--- config.mk ---
export PLATFORM = sky130hd
export DESIGN_NAME = pfsg_top
export DESIGN_NICKNAME = d
export VERILOG_FILES = /design/src/rtl/pfsg_pkg.sv /design/src/rtl/pfsg_gpio_bit.sv /design/src/rtl/pfsg_sync.sv /design/src/rtl/pfsg_top.sv
export SDC_FILE = /design/constraint.sdc
export NUM_CORES = 1
export LEC_CHECK = 0
export BUFFER_PORTS_ARGS = -buffer_cell sky130_fd_sc_hd__buf_2
export CAP_MARGIN = 20
export CORE_MARGIN = 2
export CORE_UTILIZATION = 50
export DETAILED_ROUTE_END_ITERATION = 6
export GPL_ROUTABILITY_DRIVEN = 0
export PLACE_DENSITY = 0.8
export REMOVE_ABC_BUFFERS = 1
export SYNTH_ARGS = -nofsm -noshare
export SYNTH_HDL_FRONTEND = slang
export SYNTH_SLANG_ARGS = --single-unit
export TNS_END_PERCENT = 30
--- constraint.sdc ---
create_clock -name CLK_I -period 1.2 [get_ports CLK_I]
set_input_delay 0.24 -clock CLK_I [delete_from_list [all_inputs] [get_ports CLK_I]]
set_output_delay 0.24 -clock CLK_I [all_outputs]
set_load 0.01 [all_outputs]
--- src/rtl/pfsg_pkg.sv ---
package pfsg_pkg;

    // ******************************************************************
    // widths
    // ******************************************************************
    localparam int APB_ADDR_W = 12;
    localparam int APB_DATA_W = 32;
    localparam int REG_W      = 8;
    localparam int PORTA_W    = 3;
    localparam int PORTB_W    = 8;

    // ******************************************************************
    // register byte addresses
    // ******************************************************************
    localparam logic [APB_ADDR_W-1:0] OFS_PORTA_FSEL = 12'h000;
    localparam logic [APB_ADDR_W-1:0] OFS_PORTA_DATA = 12'h004;
    localparam logic [APB_ADDR_W-1:0] OFS_PORTA_DIR  = 12'h008;
    localparam logic [APB_ADDR_W-1:0] OFS_PORTB_DATA = 12'h00C;
    localparam logic [APB_ADDR_W-1:0] OFS_PORTB_DIR  = 12'h010;

    // ******************************************************************
    // field positions of the port a function select register
    // ******************************************************************
    localparam int FSEL_TIMER_EVENT_IN = 0;
    localparam int FSEL_TIMER_LOW_OUT  = 1;
    localparam int FSEL_TIMER_HIGH_OUT = 2;
    localparam int PIN0                = 0;
    localparam int PIN1                = 1;
    localparam int PIN2                = 2;

    // ******************************************************************
    // reset and fixed read values
    // ******************************************************************
    localparam logic [PORTA_W-1:0] RST_PORTA   = 3'h0;
    localparam logic [PORTB_W-1:0] RST_PORTB   = 8'h00;
    localparam logic [REG_W-1:0]   PORTA_ONES  = 8'hF8;
    localparam logic [REG_W-1:0]   ALL_ONES    = 8'hFF;
    localparam logic [APB_DATA_W-1:0] RD_ZERO  = 32'h0000_0000;

    // ******************************************************************
    // idle levels of pins handed to peripherals
    // ******************************************************************
    localparam logic MARK_PLAIN    = 1'b1;
    localparam logic MARK_INFRARED = 1'b0;
    localparam logic IDLE_RX       = 1'b1;
    localparam logic IDLE_IN       = 1'b0;

endpackage

--- src/rtl/pfsg_gpio_bit.sv ---
`timescale 1ns/1ns
module pfsg_gpio_bit (
    input  wire logic gpio_sel_i,
    input  wire logic dir_i,
    input  wire logic latch_i,
    input  wire logic pin_i,
    input  wire logic fn_out_i,
    input  wire logic fn_oe_i,
    output logic      pin_out_o,
    output logic      pin_oe_o,
    output logic      read_o
);

    // ******************************************************************
    // one pin: general i/o or a peripheral function
    // ******************************************************************
    wire gpio_drive = gpio_sel_i & dir_i;

    // direction and latch set the drive only while the pin is general i/o; the data read uses them always
    assign pin_oe_o  = gpio_sel_i ? dir_i : fn_oe_i;
    // an input pin is never driven from the latch
    assign pin_out_o = gpio_sel_i ? (gpio_drive & latch_i)
                                  : (fn_oe_i & fn_out_i);
    // a data read shows the latch for outputs and the pin for inputs
    assign read_o    = dir_i ? latch_i : pin_i;

endmodule

--- src/rtl/pfsg_sync.sv ---
`timescale 1ns/1ns
module pfsg_sync #(
    parameter int W = 8
) (
    input  wire logic         clk_i,
    input  wire logic         rst_n_i,
    input  wire logic         ce_i,
    input  wire logic [W-1:0] d_i,
    output logic      [W-1:0] q_o
);

    logic [W-1:0] meta_q;
    logic [W-1:0] sync_q;

    // ******************************************************************
    // two flip-flop level synchroniser, frozen by the clock enable
    // ******************************************************************
    always_ff @(posedge clk_i or negedge rst_n_i) begin
        if (!rst_n_i) begin
            meta_q <= '0;
            sync_q <= '0;
        end else if (ce_i) begin
            meta_q <= d_i;
            sync_q <= meta_q;
        end
    end

    assign q_o = sync_q;

endmodule

--- src/rtl/pfsg_top.sv ---
// Our own choices: the register addresses and register access over APB.
`timescale 1ns/1ns
module pfsg_top #(
    parameter int ADDR_W = pfsg_pkg::APB_ADDR_W
) (
    input  wire logic                         CLK_I,
    input  wire logic                         RST_N_I,
    input  wire logic                         CE_I,
    input  wire logic                         PSEL_I,
    input  wire logic                         PENABLE_I,
    input  wire logic                         PWRITE_I,
    input  wire logic [ADDR_W-1:0]            PADDR_I,
    input  wire logic [pfsg_pkg::APB_DATA_W-1:0] PWDATA_I,
    output logic      [pfsg_pkg::APB_DATA_W-1:0] PRDATA_O,
    output logic                              PREADY_O,
    output logic                              PSLVERR_O,
    input  wire logic                         INFRARED_SELECT_I,
    input  wire logic                         TX_ENABLE_I,
    input  wire logic                         RX_ENABLE_I,
    input  wire logic                         SERIAL_PIN_CONTROL_I,
    input  wire logic                         CLOCK_SOURCE_UPPER_I,
    input  wire logic                         CLOCK_SOURCE_LOWER_I,
    input  wire logic                         SYNC_MODE_I,
    input  wire logic                         SERIAL_TX_I,
    input  wire logic                         INFRARED_TX_I,
    input  wire logic                         SERIAL_CLOCK_OUT_I,
    input  wire logic                         TIMER_HIGH_OUT_I,
    input  wire logic                         TIMER_LOW_OUT_I,
    output logic                              SERIAL_RX_O,
    output logic                              INFRARED_RX_O,
    output logic                              SERIAL_CLOCK_IN_O,
    output logic                              TIMER_EVENT_IN_O,
    input  wire logic [pfsg_pkg::PORTA_W-1:0] PORT_A_IN_I,
    output logic      [pfsg_pkg::PORTA_W-1:0] PORT_A_OUT_O,
    output logic      [pfsg_pkg::PORTA_W-1:0] PORT_A_OE_O,
    input  wire logic [pfsg_pkg::PORTB_W-1:0] PORT_B_IN_I,
    output logic      [pfsg_pkg::PORTB_W-1:0] PORT_B_OUT_O,
    output logic      [pfsg_pkg::PORTB_W-1:0] PORT_B_OE_O
);

    localparam int AW = pfsg_pkg::PORTA_W;
    localparam int BW = pfsg_pkg::PORTB_W;
    localparam int DW = pfsg_pkg::APB_DATA_W;
    localparam int RW = pfsg_pkg::REG_W;

    // ******************************************************************
    // registers
    // ******************************************************************
    logic [AW-1:0] fsel_q;
    logic [AW-1:0] porta_latch_q;
    logic [AW-1:0] porta_dir_q;
    logic [BW-1:0] portb_latch_q;
    logic [BW-1:0] portb_dir_q;
    logic [DW-1:0] prdata_q;
    logic [DW-1:0] prdata_d;

    // ******************************************************************
    // pin synchronisers
    // ******************************************************************
    logic [AW+BW-1:0] pins_sync;
    wire  [AW-1:0]    porta_pin = pins_sync[AW-1:0];
    wire  [BW-1:0]    portb_pin = pins_sync[AW+BW-1:AW];

    pfsg_sync #(
        .W       (AW+BW)
    ) u_sync (
        .clk_i   (CLK_I),
        .rst_n_i (RST_N_I),
        .ce_i    (CE_I),
        .d_i     ({PORT_B_IN_I, PORT_A_IN_I}),
        .q_o     (pins_sync)
    );

    // ******************************************************************
    // apb decode
    // ******************************************************************
    wire [ADDR_W-1:0] addr       = PADDR_I;
    wire hit_fsel  = (addr == ADDR_W'(pfsg_pkg::OFS_PORTA_FSEL));
    wire hit_adata = (addr == ADDR_W'(pfsg_pkg::OFS_PORTA_DATA));
    wire hit_adir  = (addr == ADDR_W'(pfsg_pkg::OFS_PORTA_DIR));
    wire hit_bdata = (addr == ADDR_W'(pfsg_pkg::OFS_PORTB_DATA));
    wire hit_bdir  = (addr == ADDR_W'(pfsg_pkg::OFS_PORTB_DIR));
    wire hit_any   = hit_fsel | hit_adata | hit_adir | hit_bdata | hit_bdir;
    wire setup_rd  = PSEL_I & ~PENABLE_I & ~PWRITE_I;
    wire access    = PSEL_I & PENABLE_I;
    wire wr_en     = CE_I & access & PWRITE_I & hit_any;
    wire [AW-1:0] wr_a = PWDATA_I[AW-1:0];
    wire [BW-1:0] wr_b = PWDATA_I[BW-1:0];

    assign PREADY_O  = 1'b1;
    assign PSLVERR_O = access & ~hit_any;

    // ******************************************************************
    // port a function decode
    // ******************************************************************
    wire tmr_high = fsel_q[pfsg_pkg::FSEL_TIMER_HIGH_OUT];
    wire tmr_low  = fsel_q[pfsg_pkg::FSEL_TIMER_LOW_OUT];
    wire tmr_in   = fsel_q[pfsg_pkg::FSEL_TIMER_EVENT_IN];

    // pin2: timer output first, then serial transmit, else gpio
    wire p2_serial = ~tmr_high & SERIAL_PIN_CONTROL_I;
    wire p2_gpio   = ~tmr_high & ~SERIAL_PIN_CONTROL_I;
    wire tx_live   = INFRARED_SELECT_I ? INFRARED_TX_I : SERIAL_TX_I;
    wire tx_mark   = INFRARED_SELECT_I ? pfsg_pkg::MARK_INFRARED
                                       : pfsg_pkg::MARK_PLAIN;
    wire tx_val    = TX_ENABLE_I ? tx_live : tx_mark;
    wire p2_out    = tmr_high ? TIMER_HIGH_OUT_I : tx_val;

    // pin1: timer output first, then receive input, else gpio
    wire p1_rx     = ~tmr_low & RX_ENABLE_I;
    wire p1_gpio   = ~tmr_low & ~RX_ENABLE_I;

    // pin0: timer input first, then serial clock, else gpio
    wire cku       = CLOCK_SOURCE_UPPER_I;
    wire ckl       = CLOCK_SOURCE_LOWER_I;
    wire p0_ck_out = ~tmr_in & ~cku & (SYNC_MODE_I | ckl);
    wire p0_ck_in  = ~tmr_in & cku & ~ckl;
    // both clock sources set is prohibited: pin left undriven
    wire p0_gpio   = ~tmr_in & ~cku & ~ckl & ~SYNC_MODE_I;

    wire [AW-1:0] a_gpio  = {p2_gpio, p1_gpio, p0_gpio};
    wire [AW-1:0] a_fn_oe = {~p2_gpio, tmr_low, p0_ck_out};
    wire [AW-1:0] a_fn_dt = {p2_out, TIMER_LOW_OUT_I, SERIAL_CLOCK_OUT_I};

    // ******************************************************************
    // per-pin general i/o logic
    // ******************************************************************
    logic [AW-1:0] a_out;
    logic [AW-1:0] a_oe;
    logic [AW-1:0] a_rd;
    logic [BW-1:0] b_out;
    logic [BW-1:0] b_oe;
    logic [BW-1:0] b_rd;

    for (genvar i = 0; i < AW; i++) begin : g_porta
        pfsg_gpio_bit u_bit (
            .gpio_sel_i (a_gpio[i]),
            .dir_i      (porta_dir_q[i]),
            .latch_i    (porta_latch_q[i]),
            .pin_i      (porta_pin[i]),
            .fn_out_i   (a_fn_dt[i]),
            .fn_oe_i    (a_fn_oe[i]),
            .pin_out_o  (a_out[i]),
            .pin_oe_o   (a_oe[i]),
            .read_o     (a_rd[i])
        );
    end

    // port b carries only general i/o in this block
    for (genvar i = 0; i < BW; i++) begin : g_portb
        pfsg_gpio_bit u_bit (
            .gpio_sel_i (1'b1),
            .dir_i      (portb_dir_q[i]),
            .latch_i    (portb_latch_q[i]),
            .pin_i      (portb_pin[i]),
            .fn_out_i   (1'b0),
            .fn_oe_i    (1'b0),
            .pin_out_o  (b_out[i]),
            .pin_oe_o   (b_oe[i]),
            .read_o     (b_rd[i])
        );
    end

    // ******************************************************************
    // read data, captured in the setup phase
    // ******************************************************************
    wire [RW-1:0] rd_fsel  = pfsg_pkg::PORTA_ONES | RW'(fsel_q);
    wire [RW-1:0] rd_adata = pfsg_pkg::PORTA_ONES | RW'(a_rd);
    wire [RW-1:0] rd_bdata = b_rd;
    // direction registers are write-only
    wire [RW-1:0] rd_dir   = pfsg_pkg::ALL_ONES;

    always_comb begin
        prdata_d = pfsg_pkg::RD_ZERO;
        if (hit_fsel) begin
            prdata_d = DW'(rd_fsel);
        end else if (hit_adata) begin
            prdata_d = DW'(rd_adata);
        end else if (hit_bdata) begin
            prdata_d = DW'(rd_bdata);
        end else if (hit_adir | hit_bdir) begin
            prdata_d = DW'(rd_dir);
        end
    end

    // ******************************************************************
    // register writes
    // ******************************************************************
    always_ff @(posedge CLK_I or negedge RST_N_I) begin
        if (!RST_N_I) begin
            fsel_q        <= pfsg_pkg::RST_PORTA;
            porta_latch_q <= pfsg_pkg::RST_PORTA;
            porta_dir_q   <= pfsg_pkg::RST_PORTA;
            portb_latch_q <= pfsg_pkg::RST_PORTB;
            portb_dir_q   <= pfsg_pkg::RST_PORTB;
        end else if (wr_en) begin
            // only the low bits are stored, upper bits ignore writes
            if (hit_fsel) fsel_q <= wr_a;
            if (hit_adata) porta_latch_q <= wr_a;
            if (hit_adir) porta_dir_q <= wr_a;
            if (hit_bdata) portb_latch_q <= wr_b;
            if (hit_bdir) portb_dir_q <= wr_b;
        end
    end

    always_ff @(posedge CLK_I or negedge RST_N_I) begin
        if (!RST_N_I) begin
            prdata_q <= pfsg_pkg::RD_ZERO;
        end else if (CE_I && setup_rd) begin
            prdata_q <= prdata_d;
        end
    end

    assign PRDATA_O = prdata_q;

    // ******************************************************************
    // pin and peripheral outputs
    // ******************************************************************
    wire rx_plain = p1_rx & ~INFRARED_SELECT_I ? porta_pin[pfsg_pkg::PIN1]
                                               : pfsg_pkg::IDLE_RX;
    wire rx_ir    = p1_rx & INFRARED_SELECT_I ? porta_pin[pfsg_pkg::PIN1]
                                              : pfsg_pkg::IDLE_RX;
    wire ck_in    = p0_ck_in ? porta_pin[pfsg_pkg::PIN0]
                             : pfsg_pkg::IDLE_IN;
    wire ev_in    = tmr_in ? porta_pin[pfsg_pkg::PIN0]
                           : pfsg_pkg::IDLE_IN;

    always_ff @(posedge CLK_I or negedge RST_N_I) begin
        if (!RST_N_I) begin
            PORT_A_OUT_O      <= pfsg_pkg::RST_PORTA;
            PORT_A_OE_O       <= pfsg_pkg::RST_PORTA;
            PORT_B_OUT_O      <= pfsg_pkg::RST_PORTB;
            PORT_B_OE_O       <= pfsg_pkg::RST_PORTB;
            SERIAL_RX_O       <= pfsg_pkg::IDLE_RX;
            INFRARED_RX_O     <= pfsg_pkg::IDLE_RX;
            SERIAL_CLOCK_IN_O <= pfsg_pkg::IDLE_IN;
            TIMER_EVENT_IN_O  <= pfsg_pkg::IDLE_IN;
        end else if (CE_I) begin
            PORT_A_OUT_O      <= a_out;
            PORT_A_OE_O       <= a_oe;
            PORT_B_OUT_O      <= b_out;
            PORT_B_OE_O       <= b_oe;
            SERIAL_RX_O       <= rx_plain;
            INFRARED_RX_O     <= rx_ir;
            SERIAL_CLOCK_IN_O <= ck_in;
            TIMER_EVENT_IN_O  <= ev_in;
        end
    end
endmodule
==> flow_summary.ini <==
[clocking]
cts_tree = built
clock-sinks = 81
htree_levels = 3
clkTransAtPathRegs_ps = 80
clock-root-buffer = clkbuf_8
worstSkewPairLatency_ps = 370
cts_made_buffers = 9
ctsLongestPathBuffers = 2

[route]
wl_per_cell_um = 15.80
drcViolationCount = 0
ant_nets = 0
dr.pass1.iters = 4
drtIter0Drc = 136
vias = 2670
wl_um = 8233
via_per_inst = 5.125

[hold_path]
whs_path_depth = 2
hold_end = INFRARED_RX_O$_DFFE_PN1P_
worstHoldPathType = in -> reg
worstHoldStart = INFRARED_SELECT_I

[yosys]
yosysWarningCount = 0
synth_top_cell_by_area = dfrtp_1
seq_area_frac_synth = 0.5491
yosysMostFrequentCell = dfrtp_1
synthFlopType = dfrtp_1
yosys-top-cells-count = dfrtp_1 (79), mux2_2 (55), buf_4 (25), inv_1 (16), o21ai_0 (16)
syn_area_mm2 = 0.003696
ys_seq_elements = 81
ys_types = 42
synth_enable_flop_cells = 0
synthArstFlopShare = 1.000
syn_avg_cell_area_um2 = 12.00
netlist.area_leader.share = 0.5349
synthCells = 308
synthTopCellsByArea = dfrtp_1 (53%), mux2_2 (17%), buf_4 (5.1%)

[worst_setup_path]
path_class = in -> reg
crit_fanout = 5
r2r-start = porta_dir_q[2]$_DFFE_PN0P_
r2r-end = PRDATA_O[2]$_DFFE_PN0P_
rr_worst_depth = 4
cp-end-kind = register
reg2reg_slack_ps = 40
cp.required_ps = 1480
crit_arrival_ps = 1660
start_kind = input pin

[floorplan]
pin_count = 133
die-area_mm2 = 0.008096
die_h_um = 89.98
core_area_mm2 = 0.007214
start_util = 0.5123
rows = 31
die_x_um = 89.98

[power]
p_leak_nw = 2.299
power_density_mw_per_mm2 = 1216
irDropWorstVdd_v = 0.0008105
p_total_mw = 5.736

[status]
status = finished with violations
failed_checks = setup timing

[sta]
fmax_mhz = 725.2
setup_viol = 33
fin_ws_ps = -179.0
skew_ps = 6.818
period_share = 1.149
min_period_ps = 1379
slew_headroom = 0.6592
tightest_slew_ps = 511.2
drv_slew = 0
rsz0062_at_grt = yes
timing.final.hold_violations = 0

[final_layout]
n_antenna_cell = 0
syn_to_final_growth_pct = 27.66
fin_nets = 490
drive_above_1_share = 0.4668
stdcell_area_mm2 = 0.004718

[global_routing]
grt_start_max_net_pins = 51
antenna_found_initial = 0
grt_pass1_wl_um = 13690
overflow = 0
grt_pass1_vias = 2771
grt_util_all_layers = 0.2139

[flow_run]
maxCapViolCount = 0

[placed_design]
post-dp-hpwl_um = 5880
placed_area_mm2 = 0.004270
port_buffers = 83
[through the flow]
stage	utilization	worst slack (ps)	hold slack (ps)	instances	setup TNS, ps
floorplan	-	-338.2	-55.59	295	-7865
global placement	0.5919	-568.0	169.2	499	-18570
detailed placement	0.5919	-629.9	172.6	499	-19920
CTS	0.6464	-150.2	68.82	520	-2864
global route	0.6540	-226.4	64.80	521	-4877
finish	0.6540	-179.0	77.94	521	-3321
[logic make-up after synthesis]
family / after synthesis / synth area share
compound gates: 45 / 0.07312
flops: 81 / 0.5491
buf+inv: 52 / 0.07888
mux: 64 / 0.1919
simple gates: 64 / 0.1049
other cells: 2 / 0.002032
[timing repair]
action | CTS | global route
buffers inserted | 4 | 1
endpoints found under the hold margin | 19 | 0
pin swaps | 14 | 7
gates resized for setup | 30 | 9
endpoints found under the setup margin | 36 | 35
cloned | 0 | 0
hold buffers | 1 | 0
[final cells by class]
| type | count | area, um2 |
|---|---|---|
| flip-flops and latches | 81 | 2029 |
| repair buffers | 111 | 711.9 |
| fillers | 540 | 2496 |
| multi-input cells | 198 | 1573 |
| inverters | 16 | 60.06 |
| clock inverters | 6 | 92.59 |
| well taps | 99 | 123.9 |
| clock buffers | 10 | 127.6 |
[routing by layer]
metal | track usage | share of wire
met5 | 0 | 0
met2 | 0.3384 | 0.49
met1 | 0.2779 | 0.43
met4 | 0.09487 | 0.029
met3 | 0.05868 | 0.049
[how the worst max path moves through the flow]
stage                start                           end  slack [ps]  depth (start not counted)
3_5_place_dp    PADDR_I[7]  porta_latch_q[1]$_DFFE_PN0P_        -630                          5
5_1_grt         PADDR_I[6]  porta_latch_q[1]$_DFFE_PN0P_        -230                          6
3_3_place_gp    PADDR_I[7]  porta_latch_q[0]$_DFFE_PN0P_        -570                          5
2_1_floorplan   PADDR_I[7]  porta_latch_q[0]$_DFFE_PN0P_        -340                          4
6_report       PADDR_I[11]       PRDATA_O[6]$_DFFE_PN0P_        -180                          7
4_1_cts        PADDR_I[10]       PRDATA_O[6]$_DFFE_PN0P_        -150                          7
[cell usage in the layout (no fill, tap or decap), types with 2 or more instances in the layout]
cell,synthesis,final
a21oi_1,11,11
a31oi_1,2,2
buf_12,0,2
buf_2,2,76
buf_4,25,21
buf_6,0,11
bufinv_16,0,2
clkbuf_8,0,9
clkinv_4,0,2
clkinvlp_4,0,2
conb_1,2,25
dfrtp_1,79,79
dfstp_2,2,2
inv_1,16,16
mux2_2,55,41
mux2_4,0,14
mux2i_1,9,8
nand2_1,14,13
nand2b_1,2,2
nand3_1,12,10
nand3_4,0,2
nand4b_1,2,2
nor2_1,13,12
nor2b_1,2,2
nor3_1,5,4
nor3_4,1,2
o211ai_1,5,5
o21ai_0,16,15
o22ai_1,2,2
o31ai_1,2,2
or3_4,1,2
[power by group]
part | switching, mW | internal (mW) | leakage, nW
logic | 0.324 | 0.285 | 1.13
clock network | 1.03 | 1.18 | 0.103
registers | 0.0672 | 2.85 | 1.07
[sequential cells by signal, summed over array words and instances, names as in the netlist, 8 cells and up]
name	cells
u_sync.q_o	11
u_sync.meta_q	11
PRDATA_O	8
portb_dir_q	8
PORT_B_OUT_O	8
portb_latch_q	8
PORT_B_OE_O	8
[critical path: stages]
cell and delay [ps]:
buf_6 100, nor3_4 190, buf_6 130, nand4b_1 190, buf_4 210, or3_4 400
o211ai_1 200
Power figures use the tool's default switching activity.
